===== config.mk =====
export PLATFORM = sky130hd
export DESIGN_NAME = rplo_lane_out
export DESIGN_NICKNAME = d
export VERILOG_FILES = /design/src/rtl/rplo_pkg.sv /design/src/rtl/rplo_lane_out.sv /design/src/rtl/rplo_fifo.sv
export VERILOG_INCLUDE_DIRS = /design/src /design/src/rtl
export SDC_FILE = /design/constraint.sdc
export NUM_CORES = 1
export LEC_CHECK = 0
export ABC_AREA = 1
export BUFFER_PORTS_ARGS = -buffer_cell sky130_fd_sc_hd__buf_4
export CORE_MARGIN = 5
export CORE_UTILIZATION = 50
export CTS_BUF_LIST = sky130_fd_sc_hd__clkbuf_8
export DETAILED_ROUTE_END_ITERATION = 6
export PLACE_DENSITY = 0.78
export SYNTH_ARGS = -nofsm -noshare
export SYNTH_HDL_FRONTEND = slang
export SYNTH_SLANG_ARGS = --single-unit

===== constraint.sdc =====
create_clock -name clk -period 6.2 [get_ports clk]
set_input_delay 1.24 -clock clk [delete_from_list [all_inputs] [get_ports clk]]
set_output_delay 1.24 -clock clk [all_outputs]
set_load 0.005 [all_outputs]

===== src/rtl/rplo_regs.svh =====
`ifndef RPLO_REGS_SVH
`define RPLO_REGS_SVH

// Lane count and lane indices
`define RPLO_LANES      4
`define RPLO_LANE_A     0
`define RPLO_LANE_B     1
`define RPLO_LANE_C     2
`define RPLO_LANE_D     3

// Word layout on each lane output
`define RPLO_CODE_W     10
`define RPLO_BYTE_W     8
`define RPLO_KBIT       8
`define RPLO_EBIT       9

// Buffering and synchroniser sizes
`define RPLO_FIFO_DEPTH 8
`define RPLO_PIN_W      6
`define RPLO_PIN_DEC    4
`define RPLO_PIN_SEL    5

// Reset values
`define RPLO_WORD_RST   10'h000
`define RPLO_PIN_RST    6'h00
`define RPLO_CLK_RST    4'h0

`endif


===== src/rtl/rplo_pkg.sv =====
`default_nettype none
`include "rplo_regs.svh"

package rplo_pkg;

	typedef logic [`RPLO_CODE_W-1:0] rplo_word_type;
	typedef logic [`RPLO_BYTE_W-1:0] rplo_byte_type;

	typedef enum logic {
		RPLO_MODE_RAW     = 1'b0,
		RPLO_MODE_DECODED = 1'b1
	} rplo_mode_type;

	typedef enum logic {
		RPLO_CLK_OWN    = 1'b0,
		RPLO_CLK_LANE_A = 1'b1
	} rplo_clksrc_type;

endpackage

`default_nettype wire


===== src/rtl/rplo_lane_out.sv =====
// Function
// - Raw mode: lane A bit9 carries code bit 9
// - Decoded mode: lane A bit9 flags decode error
// - Lane A bit9 launched per lane A clock edge
// - Own-clock mode: lanes B-D buses on own clock
// - Common mode: lanes B-D buses on lane A clock
// - Lanes B-D bit8 follow bus clock selection
// - Raw mode: lanes B-D bit8 carry code bit 8
// - Decoded mode: lanes B-D bit8 flag control char
// - Decoded mode: lane A bit8 flags control char
`timescale 1ns/1ps
`default_nettype none
`include "rplo_regs.svh"

module rplo_lane_out
	import rplo_pkg::*;
(
	input  wire logic                   clk,
	input  wire logic                   rst_n,
	input  wire logic                   ce,
	input  wire logic                   decode_enable,
	input  wire logic                   common_clock_select,
	input  wire logic                   lane_a_rx_clock,
	input  wire logic                   lane_b_rx_clock,
	input  wire logic                   lane_c_rx_clock,
	input  wire logic                   lane_d_rx_clock,
	input  wire logic                   lane_a_in_valid,
	output wire logic                   lane_a_in_ready,
	input  wire logic [`RPLO_CODE_W-1:0] lane_a_in_code,
	input  wire logic [`RPLO_BYTE_W-1:0] lane_a_in_byte,
	input  wire logic                   lane_a_in_kchar,
	input  wire logic                   lane_a_in_err,
	input  wire logic                   lane_b_in_valid,
	output wire logic                   lane_b_in_ready,
	input  wire logic [`RPLO_CODE_W-1:0] lane_b_in_code,
	input  wire logic [`RPLO_BYTE_W-1:0] lane_b_in_byte,
	input  wire logic                   lane_b_in_kchar,
	input  wire logic                   lane_b_in_err,
	input  wire logic                   lane_c_in_valid,
	output wire logic                   lane_c_in_ready,
	input  wire logic [`RPLO_CODE_W-1:0] lane_c_in_code,
	input  wire logic [`RPLO_BYTE_W-1:0] lane_c_in_byte,
	input  wire logic                   lane_c_in_kchar,
	input  wire logic                   lane_c_in_err,
	input  wire logic                   lane_d_in_valid,
	output wire logic                   lane_d_in_ready,
	input  wire logic [`RPLO_CODE_W-1:0] lane_d_in_code,
	input  wire logic [`RPLO_BYTE_W-1:0] lane_d_in_byte,
	input  wire logic                   lane_d_in_kchar,
	input  wire logic                   lane_d_in_err,
	output wire logic [`RPLO_BYTE_W-1:0] lane_a_rx_bus,
	output wire logic                   lane_a_kflag_or_bit8,
	output wire logic                   lane_a_error_or_bit9,
	output wire logic [`RPLO_BYTE_W-1:0] lane_b_rx_bus,
	output wire logic                   lane_b_kflag_or_bit8,
	output wire logic                   lane_b_error_or_bit9,
	output wire logic [`RPLO_BYTE_W-1:0] lane_c_rx_bus,
	output wire logic                   lane_c_kflag_or_bit8,
	output wire logic                   lane_c_error_or_bit9,
	output wire logic [`RPLO_BYTE_W-1:0] lane_d_rx_bus,
	output wire logic                   lane_d_kflag_or_bit8,
	output wire logic                   lane_d_error_or_bit9
);
	// Builds the word presented on one lane for the selected mode
	function automatic rplo_word_type lane_word(
		input rplo_mode_type mode,
		input rplo_word_type code,
		input rplo_byte_type dbyte,
		input logic          kchar,
		input logic          err
	);
		rplo_word_type w;
		w = code;
		if (mode == RPLO_MODE_DECODED) begin
			w = {err, kchar, dbyte};
		end
		return w;
	endfunction

	logic [`RPLO_PIN_W-1:0] pin_sync1_r;
	logic [`RPLO_PIN_W-1:0] pin_sync2_r;
	logic [`RPLO_LANES-1:0] clk_hist_r;
	logic [`RPLO_LANES-1:0] edge_w;
	logic [`RPLO_LANES-1:0] launch_w;
	logic [`RPLO_LANES-1:0] in_valid_w;
	logic [`RPLO_LANES-1:0] in_ready_w;
	logic [`RPLO_LANES-1:0] in_kchar_w;
	logic [`RPLO_LANES-1:0] in_err_w;
	logic [`RPLO_LANES-1:0] fifo_valid_w;
	rplo_word_type          in_code_w  [`RPLO_LANES];
	rplo_byte_type          in_byte_w  [`RPLO_LANES];
	rplo_word_type          push_word_w[`RPLO_LANES];
	rplo_word_type          fifo_data_w[`RPLO_LANES];
	rplo_word_type          out_word_r [`RPLO_LANES];
	rplo_mode_type          mode_w;
	rplo_clksrc_type        clksrc_w;

	assign in_valid_w = {lane_d_in_valid, lane_c_in_valid,
	                     lane_b_in_valid, lane_a_in_valid};
	assign in_kchar_w = {lane_d_in_kchar, lane_c_in_kchar,
	                     lane_b_in_kchar, lane_a_in_kchar};
	assign in_err_w   = {lane_d_in_err, lane_c_in_err,
	                     lane_b_in_err, lane_a_in_err};
	assign in_code_w[`RPLO_LANE_A] = lane_a_in_code;
	assign in_code_w[`RPLO_LANE_B] = lane_b_in_code;
	assign in_code_w[`RPLO_LANE_C] = lane_c_in_code;
	assign in_code_w[`RPLO_LANE_D] = lane_d_in_code;
	assign in_byte_w[`RPLO_LANE_A] = lane_a_in_byte;
	assign in_byte_w[`RPLO_LANE_B] = lane_b_in_byte;
	assign in_byte_w[`RPLO_LANE_C] = lane_c_in_byte;
	assign in_byte_w[`RPLO_LANE_D] = lane_d_in_byte;

	// Lane clocks and config pins come from outside this clock domain
	always_ff @(posedge clk or negedge rst_n) begin
		if (!rst_n) begin
			pin_sync1_r <= `RPLO_PIN_RST;
			pin_sync2_r <= `RPLO_PIN_RST;
			clk_hist_r  <= `RPLO_CLK_RST;
		end else if (ce) begin
			pin_sync1_r <= {common_clock_select, decode_enable,
			                lane_d_rx_clock, lane_c_rx_clock,
			                lane_b_rx_clock, lane_a_rx_clock};
			pin_sync2_r <= pin_sync1_r;
			clk_hist_r  <= pin_sync2_r[`RPLO_LANES-1:0];
		end
	end

	assign mode_w   = rplo_mode_type'(pin_sync2_r[`RPLO_PIN_DEC]);
	assign clksrc_w = rplo_clksrc_type'(pin_sync2_r[`RPLO_PIN_SEL]);
	// Both rising and falling edges of each lane clock
	assign edge_w   = pin_sync2_r[`RPLO_LANES-1:0] ^ clk_hist_r;

	genvar gi;
	generate
		for (gi = 0; gi < `RPLO_LANES; gi++) begin : g_lane
			wire sel_edge_w = (clksrc_w == RPLO_CLK_LANE_A) ?
			                  edge_w[`RPLO_LANE_A] : edge_w[gi];
			assign launch_w[gi] = ce & sel_edge_w;
			// Flags and byte share one word
			assign push_word_w[gi] = lane_word(mode_w, in_code_w[gi],
			                         in_byte_w[gi], in_kchar_w[gi],
			                         in_err_w[gi]);

			rplo_fifo #(
				.WIDTH (`RPLO_CODE_W),
				.DEPTH (`RPLO_FIFO_DEPTH)
			) u_fifo (
				.clk       (clk),
				.rst_n     (rst_n),
				.ce        (ce),
				.in_valid  (in_valid_w[gi]),
				.in_ready  (in_ready_w[gi]),
				.in_data   (push_word_w[gi]),
				.out_valid (fifo_valid_w[gi]),
				.out_ready (launch_w[gi]),
				.out_data  (fifo_data_w[gi])
			);

			// Whole word launched at once; held when the buffer is dry
			always_ff @(posedge clk or negedge rst_n) begin
				if (!rst_n) begin
					out_word_r[gi] <= `RPLO_WORD_RST;
				end else if (launch_w[gi] && fifo_valid_w[gi]) begin
					out_word_r[gi] <= fifo_data_w[gi];
				end
			end
		end
	endgenerate

	assign lane_a_in_ready = in_ready_w[`RPLO_LANE_A];
	assign lane_b_in_ready = in_ready_w[`RPLO_LANE_B];
	assign lane_c_in_ready = in_ready_w[`RPLO_LANE_C];
	assign lane_d_in_ready = in_ready_w[`RPLO_LANE_D];
	assign lane_a_rx_bus        = out_word_r[`RPLO_LANE_A][`RPLO_BYTE_W-1:0];
	assign lane_a_kflag_or_bit8 = out_word_r[`RPLO_LANE_A][`RPLO_KBIT];
	assign lane_a_error_or_bit9 = out_word_r[`RPLO_LANE_A][`RPLO_EBIT];
	assign lane_b_rx_bus        = out_word_r[`RPLO_LANE_B][`RPLO_BYTE_W-1:0];
	assign lane_b_kflag_or_bit8 = out_word_r[`RPLO_LANE_B][`RPLO_KBIT];
	assign lane_b_error_or_bit9 = out_word_r[`RPLO_LANE_B][`RPLO_EBIT];
	assign lane_c_rx_bus        = out_word_r[`RPLO_LANE_C][`RPLO_BYTE_W-1:0];
	assign lane_c_kflag_or_bit8 = out_word_r[`RPLO_LANE_C][`RPLO_KBIT];
	assign lane_c_error_or_bit9 = out_word_r[`RPLO_LANE_C][`RPLO_EBIT];
	assign lane_d_rx_bus        = out_word_r[`RPLO_LANE_D][`RPLO_BYTE_W-1:0];
	assign lane_d_kflag_or_bit8 = out_word_r[`RPLO_LANE_D][`RPLO_KBIT];
	assign lane_d_error_or_bit9 = out_word_r[`RPLO_LANE_D][`RPLO_EBIT];

	wire fire_a_w = ce & lane_a_in_valid & lane_a_in_ready;
	wire fire_b_w = ce & lane_b_in_valid & lane_b_in_ready;
	wire pop_a_w  = launch_w[`RPLO_LANE_A] & fifo_valid_w[`RPLO_LANE_A];
	wire pop_b_w  = launch_w[`RPLO_LANE_B] & fifo_valid_w[`RPLO_LANE_B];
endmodule

`default_nettype wire


===== src/rtl/rplo_fifo.sv =====
`timescale 1ns/1ps
`default_nettype none
`include "rplo_regs.svh"

module rplo_fifo #(
	parameter int WIDTH = `RPLO_CODE_W,
	parameter int DEPTH = `RPLO_FIFO_DEPTH
) (
	input  wire logic             clk,
	input  wire logic             rst_n,
	input  wire logic             ce,
	input  wire logic             in_valid,
	output var  logic             in_ready,
	input  wire logic [WIDTH-1:0] in_data,
	output var  logic             out_valid,
	input  wire logic             out_ready,
	output wire logic [WIDTH-1:0] out_data
);
	localparam int AW = $clog2(DEPTH);
	localparam logic [AW:0] FULL_CNT = (AW+1)'(DEPTH);

	logic [WIDTH-1:0] mem [DEPTH];
	logic [AW-1:0]    wr_ptr_r;
	logic [AW-1:0]    rd_ptr_r;
	logic [AW:0]      count_r;
	logic [AW:0]      count_nxt;
	wire              push_w = ce & in_valid & in_ready;
	wire              pop_w  = ce & out_valid & out_ready;

	assign count_nxt = count_r + (AW+1)'(push_w) - (AW+1)'(pop_w);
	assign out_data  = mem[rd_ptr_r];

	always_ff @(posedge clk) begin
		if (push_w) begin
			mem[wr_ptr_r] <= in_data;
		end
	end

	always_ff @(posedge clk or negedge rst_n) begin
		if (!rst_n) begin
			wr_ptr_r  <= '0;
			rd_ptr_r  <= '0;
			count_r   <= '0;
			in_ready  <= 1'b1;
			out_valid <= 1'b0;
		end else if (ce) begin
			wr_ptr_r  <= push_w ? wr_ptr_r + 1'b1 : wr_ptr_r;
			rd_ptr_r  <= pop_w ? rd_ptr_r + 1'b1 : rd_ptr_r;
			count_r   <= count_nxt;
			in_ready  <= count_nxt != FULL_CNT;
			out_valid <= count_nxt != '0;
		end
	end
endmodule

`default_nettype wire


After elaboration in Yosys (flattened, before gate mapping)
Memory sizes are Yosys's and may differ from the RTL's. A register that Yosys moved wholly into a read port is not among the register bits.
Cells that the tools add are included.

storage, ports and cells
  input port bits = 93
  register bits = 64
  memories kept = 4
  memory bits (writable) = 320

operators by class
  bitwise logic cells = 21
  eq/ne operators = 4
  add/sub/neg operators = 16
  reductions and logical operators = 20
  multiplexer cells = 15

memories
  memory                depth  width  rd ports  clocked after Yosys merged registers in  wr ports  RTL line         RTL
  g_lane[0].u_fifo.mem  8      10     1         1                                        1         rplo_fifo.sv:22  logic [WIDTH-1:0] mem [DEPTH];
  g_lane[1].u_fifo.mem  8      10     1         1                                        1         rplo_fifo.sv:22
  g_lane[2].u_fifo.mem  8      10     1         1                                        1         rplo_fifo.sv:22
  g_lane[3].u_fifo.mem  8      10     1         1                                        1         rplo_fifo.sv:22

operators by type and width
  operator                                                       number
  10-bit two-way mux                                             4
  3-bit by 1-bit adder with 3-bit output, second input constant  8
  1-bit bitwise AND                                              20
  4-bit by 1-bit adder with 4-bit output                         4
  4-bit inequality test, second input constant                   4
  2-bit AND reduction                                            8
  4-bit nonzero test                                             4
  4-bit by 1-bit subtractor with 4-bit output                    4
  1-bit two-way mux                                              11
  1-bit logical AND                                              4
  1-bit logical NOT                                              4
  4-bit XOR                                                      1

Logic depth before layout (Yosys ltp)
  word-level depth = 6
  gate-level depth with buffers = 18
  mapped depth without buffers = 17

By module
A second synthesis with hierarchy kept.

unflattened totals
  cells, all modules = 1645
  area, all modules = 18083.6 µm²

modules (own cells, without submodules)
  module         area each (µm²)  cells an instance  times used  seq. area each (µm²)
  rplo_fifo      3787.4           317                4           2703.8
  rplo_lane_out  2934.1           377                1           1401.3

Least setup slack after synthesis
No wires, ideal clock.

  path kind = input to register
  from = input port ce
  to = register g_lane[0].u_fifo.out_valid
  data required time = 6.087 ns
  stages = 15
  arrival = 3.181 ns
  path slack = 2.906 ns
  path through = buf_6 nand3_4 nor2_4 buf_2 ha_1 inv_1 ha_1 inv_1 fa_1 inv_1 nor2_1 and2_1 nand3_1 nand2_1 inv_1

between the ends
  cells in the longest elaborated chain, start to end = 5

RTL lines
  element                                      RTL line             RTL
  from (decl)                                  rplo_lane_out.sv:20  input wire logic ce,
  1-bit bitwise AND                            -
  1-bit bitwise AND                            rplo_fifo.sv:27      wire push_w = ce & in_valid & in_ready;
  4-bit by 1-bit adder with 4-bit output       rplo_fifo.sv:30      assign count_nxt = count_r + (AW+1)'(push_w) - (AW+1)'(pop_w);
  4-bit by 1-bit subtractor with 4-bit output  rplo_fifo.sv:30
  4-bit nonzero test                           rplo_fifo.sv:51      out_valid <= count_nxt != '0;
  to (signal assigned)                         rplo_fifo.sv:45      out_valid <= 1'b0;
  to (signal assigned)                         rplo_fifo.sv:51
  to (decl)                                    rplo_fifo.sv:15      output var logic out_valid,

Parallel ways exist; a longest one is shown, timed or not.
A chain may end at the register's enable or synchronous reset.

Worst setup path in the final report
  from = input port ce
  to = register g_lane[2].u_fifo.out_valid

between the ends
  cells in the longest elaborated chain, start to end = 5

RTL lines
  element                                        RTL line         RTL
  1-bit bitwise AND (2 in series)                rplo_fifo.sv:27
  4-bit by 1-bit adder with 4-bit output         rplo_fifo.sv:30
  4-bit by 1-bit subtractor with 4-bit output *  rplo_fifo.sv:30
  via g_lane[2].u_fifo.count_nxt[1]              rplo_fifo.sv:26  logic [AW:0] count_nxt;
  4-bit nonzero test *                           rplo_fifo.sv:51
  to (signal assigned)                           rplo_fifo.sv:45
  to (signal assigned)                           rplo_fifo.sv:51
  to (decl)                                      rplo_fifo.sv:15

Mark *: on every way through the listed nets, which the timed path passes. The rest lies on a longest branch.

==> results.md <==
* Status: finished, final reports clean
* Post_cts resized at 0
* Core area at 37700 um^2
* Yosys reg bits at 424
* Clk_lat worst skew at 0.57 ns
* Syn_nets at 2098
* Setup_tns at 0 ns
* Starting Density at 50.7%
* Die width at 205 um
* Initial antenna violation count at 1
* Routed Antenna Nets at 0
* CP startpoint: ce
* Buffers added on ports at 136
* Post-route non-filler standard cell count at 2668
* Sequential area share after synthesis at 64.0%
* CTS tree: done
* Data arrival, critical path at 3.94 ns
* Worst Path Max Fanout at 56
* Commonest non-fill, non-tap cells in the layout: 724 x nand2_1, 320 x edfxtp_1, 268 x inv_1
* Detail-routed via count per cell at 4.95
* FFs w/ async S/R, synth at 24.5%
* Synth warn at 0
* Die area at 42200 um^2
* Reg2reg start: pin_sync2_r[0]$_DFFE_PN0P_
* Area growth syn-to-layout at 13.2%
* Clock Skew at 0.0188 ns
* Nets at 2227
* Number of global-route vias before repair at 13100
* Startpoint types: primary input
* Synth Flop Type: edfxtp_1
* Initial DRC count at 996
* Max cap viols at 0
* Slew HR at 5.91%
* GRT Util Overall at 20.3%
* Largest net degree at the start of global routing at 70
* Fin. Hold Viols at 0
* Worst path required time at 6.67 ns
* Number of inserted diodes at 0
* Synth top area cells: edfxtp_1 50%, nand2_1 14%, dfrtp_1 13%
* Area leader, netlist: edfxtp_1
* Final Routed Wirelength at 41900 um
* CTS sink cnt at 424
* Distinct cells, synth at 33
* Synth Instances at 1977
* Worst setup EP type: register
* DR pass1 iterations at 5
* Fmax achieved at 0.288 GHz
* GP Congestion at 0.854
* Syn_area_per_cell at 9.66 um^2
* Via count at 13200
* Final worst-path cycle share at 56.0%
* Clock root buffer: clkbuf_8
* Slew at the pin with the worst max-slew slack at 1.40 ns
* Min Tclk post-route at 3.47 ns
* Num rows at 71
* Critical hold path startpoint: lane_b_rx_bus[0]$_DFFE_PN0P_
* DRC Markers at 0
* Slew Limit Fails at 0
* Pwr Density at 418 nW/um^2
* Post-synth EDFFs at 320
* Worst vdd ir at 0.181 mV
* Leakage at 9.91 nW
* Dpl cells at 2547
* RSZ-0062 raised after global routing: no
* Yosys top cell area share at 50.3%
* PnR Total Power at 9.04 mW
* Clk slew on worst S/H paths at 0.06 ns
* Setup CP Type: primary input to register
* Post-CTS setup buffer count at 0
* Chip height at 205 um
* Final setup fails at 0
* # H-tree levels at 3
* Commonest non-fill, non-tap cell in the layout: nand2_1
* # IOs at 137
* Synthesized cell area at 19100 um^2
* Hold buffer count at CTS at 0
* Clk buf depth at 3
* Average wire per standard cell at 15.7 um
* CTS Buf Count at 68
* Layout cell share with drive strength beyond 1 at 13.2%
* HPWL after DPL at 28400 um
* Grt ovf at 0
* First-pass GRT wire length at 67700 um
* Worst Hold Class: register to register
[power breakdown]
group	switching [mW]	total (mW)	leakage, nW	internal (mW)
Sequential	0.310	3.86	4.16	3.55
Combinational	1.93	2.99	5.04	1.06
Clock	1.05	2.19	0.713	1.14
[cell type report]
type	instances	area, um^2
timing repair buffer	145	1090
tap	511	639
fill	3216	16100
inverter	256	963
clock buffer	74	1020
multi-input combinational	1211	5450
sequential	424	12200
clock inverter	47	223
[synth_stat cells (3+ instances only)]
cell type / n
nand2_1: 724
edfxtp_1: 320
inv_1: 247
nand3_1: 191
nor2_1: 138
dfrtp_1: 100
o21ai_0: 43
buf_2: 37
clkbuf_1: 32
or2_2: 26
ha_1: 24
or2_1: 21
xor2_1: 11
buf_4: 7
buf_6: 7
inv_2: 7
nand3_2: 6
or2_0: 5
dfstp_2: 4
fa_1: 4
and2_1: 3
mux2i_1: 3
[flip-flops by register name (all words and copies together) (netlist names), 6 cells and up]
signal	count
g_lane.u_fifo.count_r	16
g_lane.u_fifo.mem	320
g_lane.u_fifo.rd_ptr_r	12
g_lane.u_fifo.wr_ptr_r	12
lane_a_rx_bus	8
lane_b_rx_bus	8
lane_c_rx_bus	8
lane_d_rx_bus	8
pin_sync1_r	6
pin_sync2_r	6
[per-layer routing]
metal / up-vias / share of wire [%] / global-route usage [%]
li1: 6519 / - / -
met1: 6140 / 42 / 27.1
met2: 445 / 48 / 33.5
met3: 91 / 6.5 / 3.67
met4: 2 / 2.8 / 7.27
met5: - / 0.026 / 0
[metrics by stage]
stage	hold slack, ns	setup slack (ns)	cell area (um^2)	utilization, %
final	0.485	2.73	21600	57.4
after CTS	0.482	2.76	21600	57.3
after floorplan	0.442	2.91	19100	-
after detailed placement	0.468	2.15	20400	54.0
after global routing	0.503	2.41	21600	57.4
after global placement	0.464	2.16	20400	54.0
[critical path: stages]
cell     delay [ns]
buf_4          0.43
nand3_4        0.17
nand2_1        0.11
nand3_2        0.27
inv_2          0.30
ha_1           0.27
inv_1          0.05
ha_1           0.18
fa_1           0.45
nor2_1         0.11
nand2_1        0.07
inv_1          0.06
nand3_1        0.07
nand2_1        0.08
inv_1          0.04
[worst paths after layout]
check,end,slack (ns),cells past startpoint
max,g_lane[2].u_fifo.out_valid$_DFFE_PN0P_,2.73,15
min,lane_b_rx_bus[0]$_DFFE_PN0P_,0.48,2
max reg2reg,g_lane[1].u_fifo.out_valid$_DFFE_PN0P_,3.36,16
min reg2reg,lane_b_rx_bus[0]$_DFFE_PN0P_,0.48,2
max in group asynchronous,pin_sync2_r[4]$_DFFE_PN0P_,4.24,2
min in group asynchronous,lane_b_rx_bus[2]$_DFFE_PN0P_,0.65,1
[logic make-up after synthesis]
family,share of synthesized area [%]
adder cells (fa/ha/maj),1.99
XOR/XNOR,0.596
flip-flops,64.0
AND/OR/NAND/NOR,24.7
multiplexers,0.157
AO/OA/AOI/OAI,1.13
buffers and inverters,7.45
No activity file was read; power rests on OpenSTA's default activity.
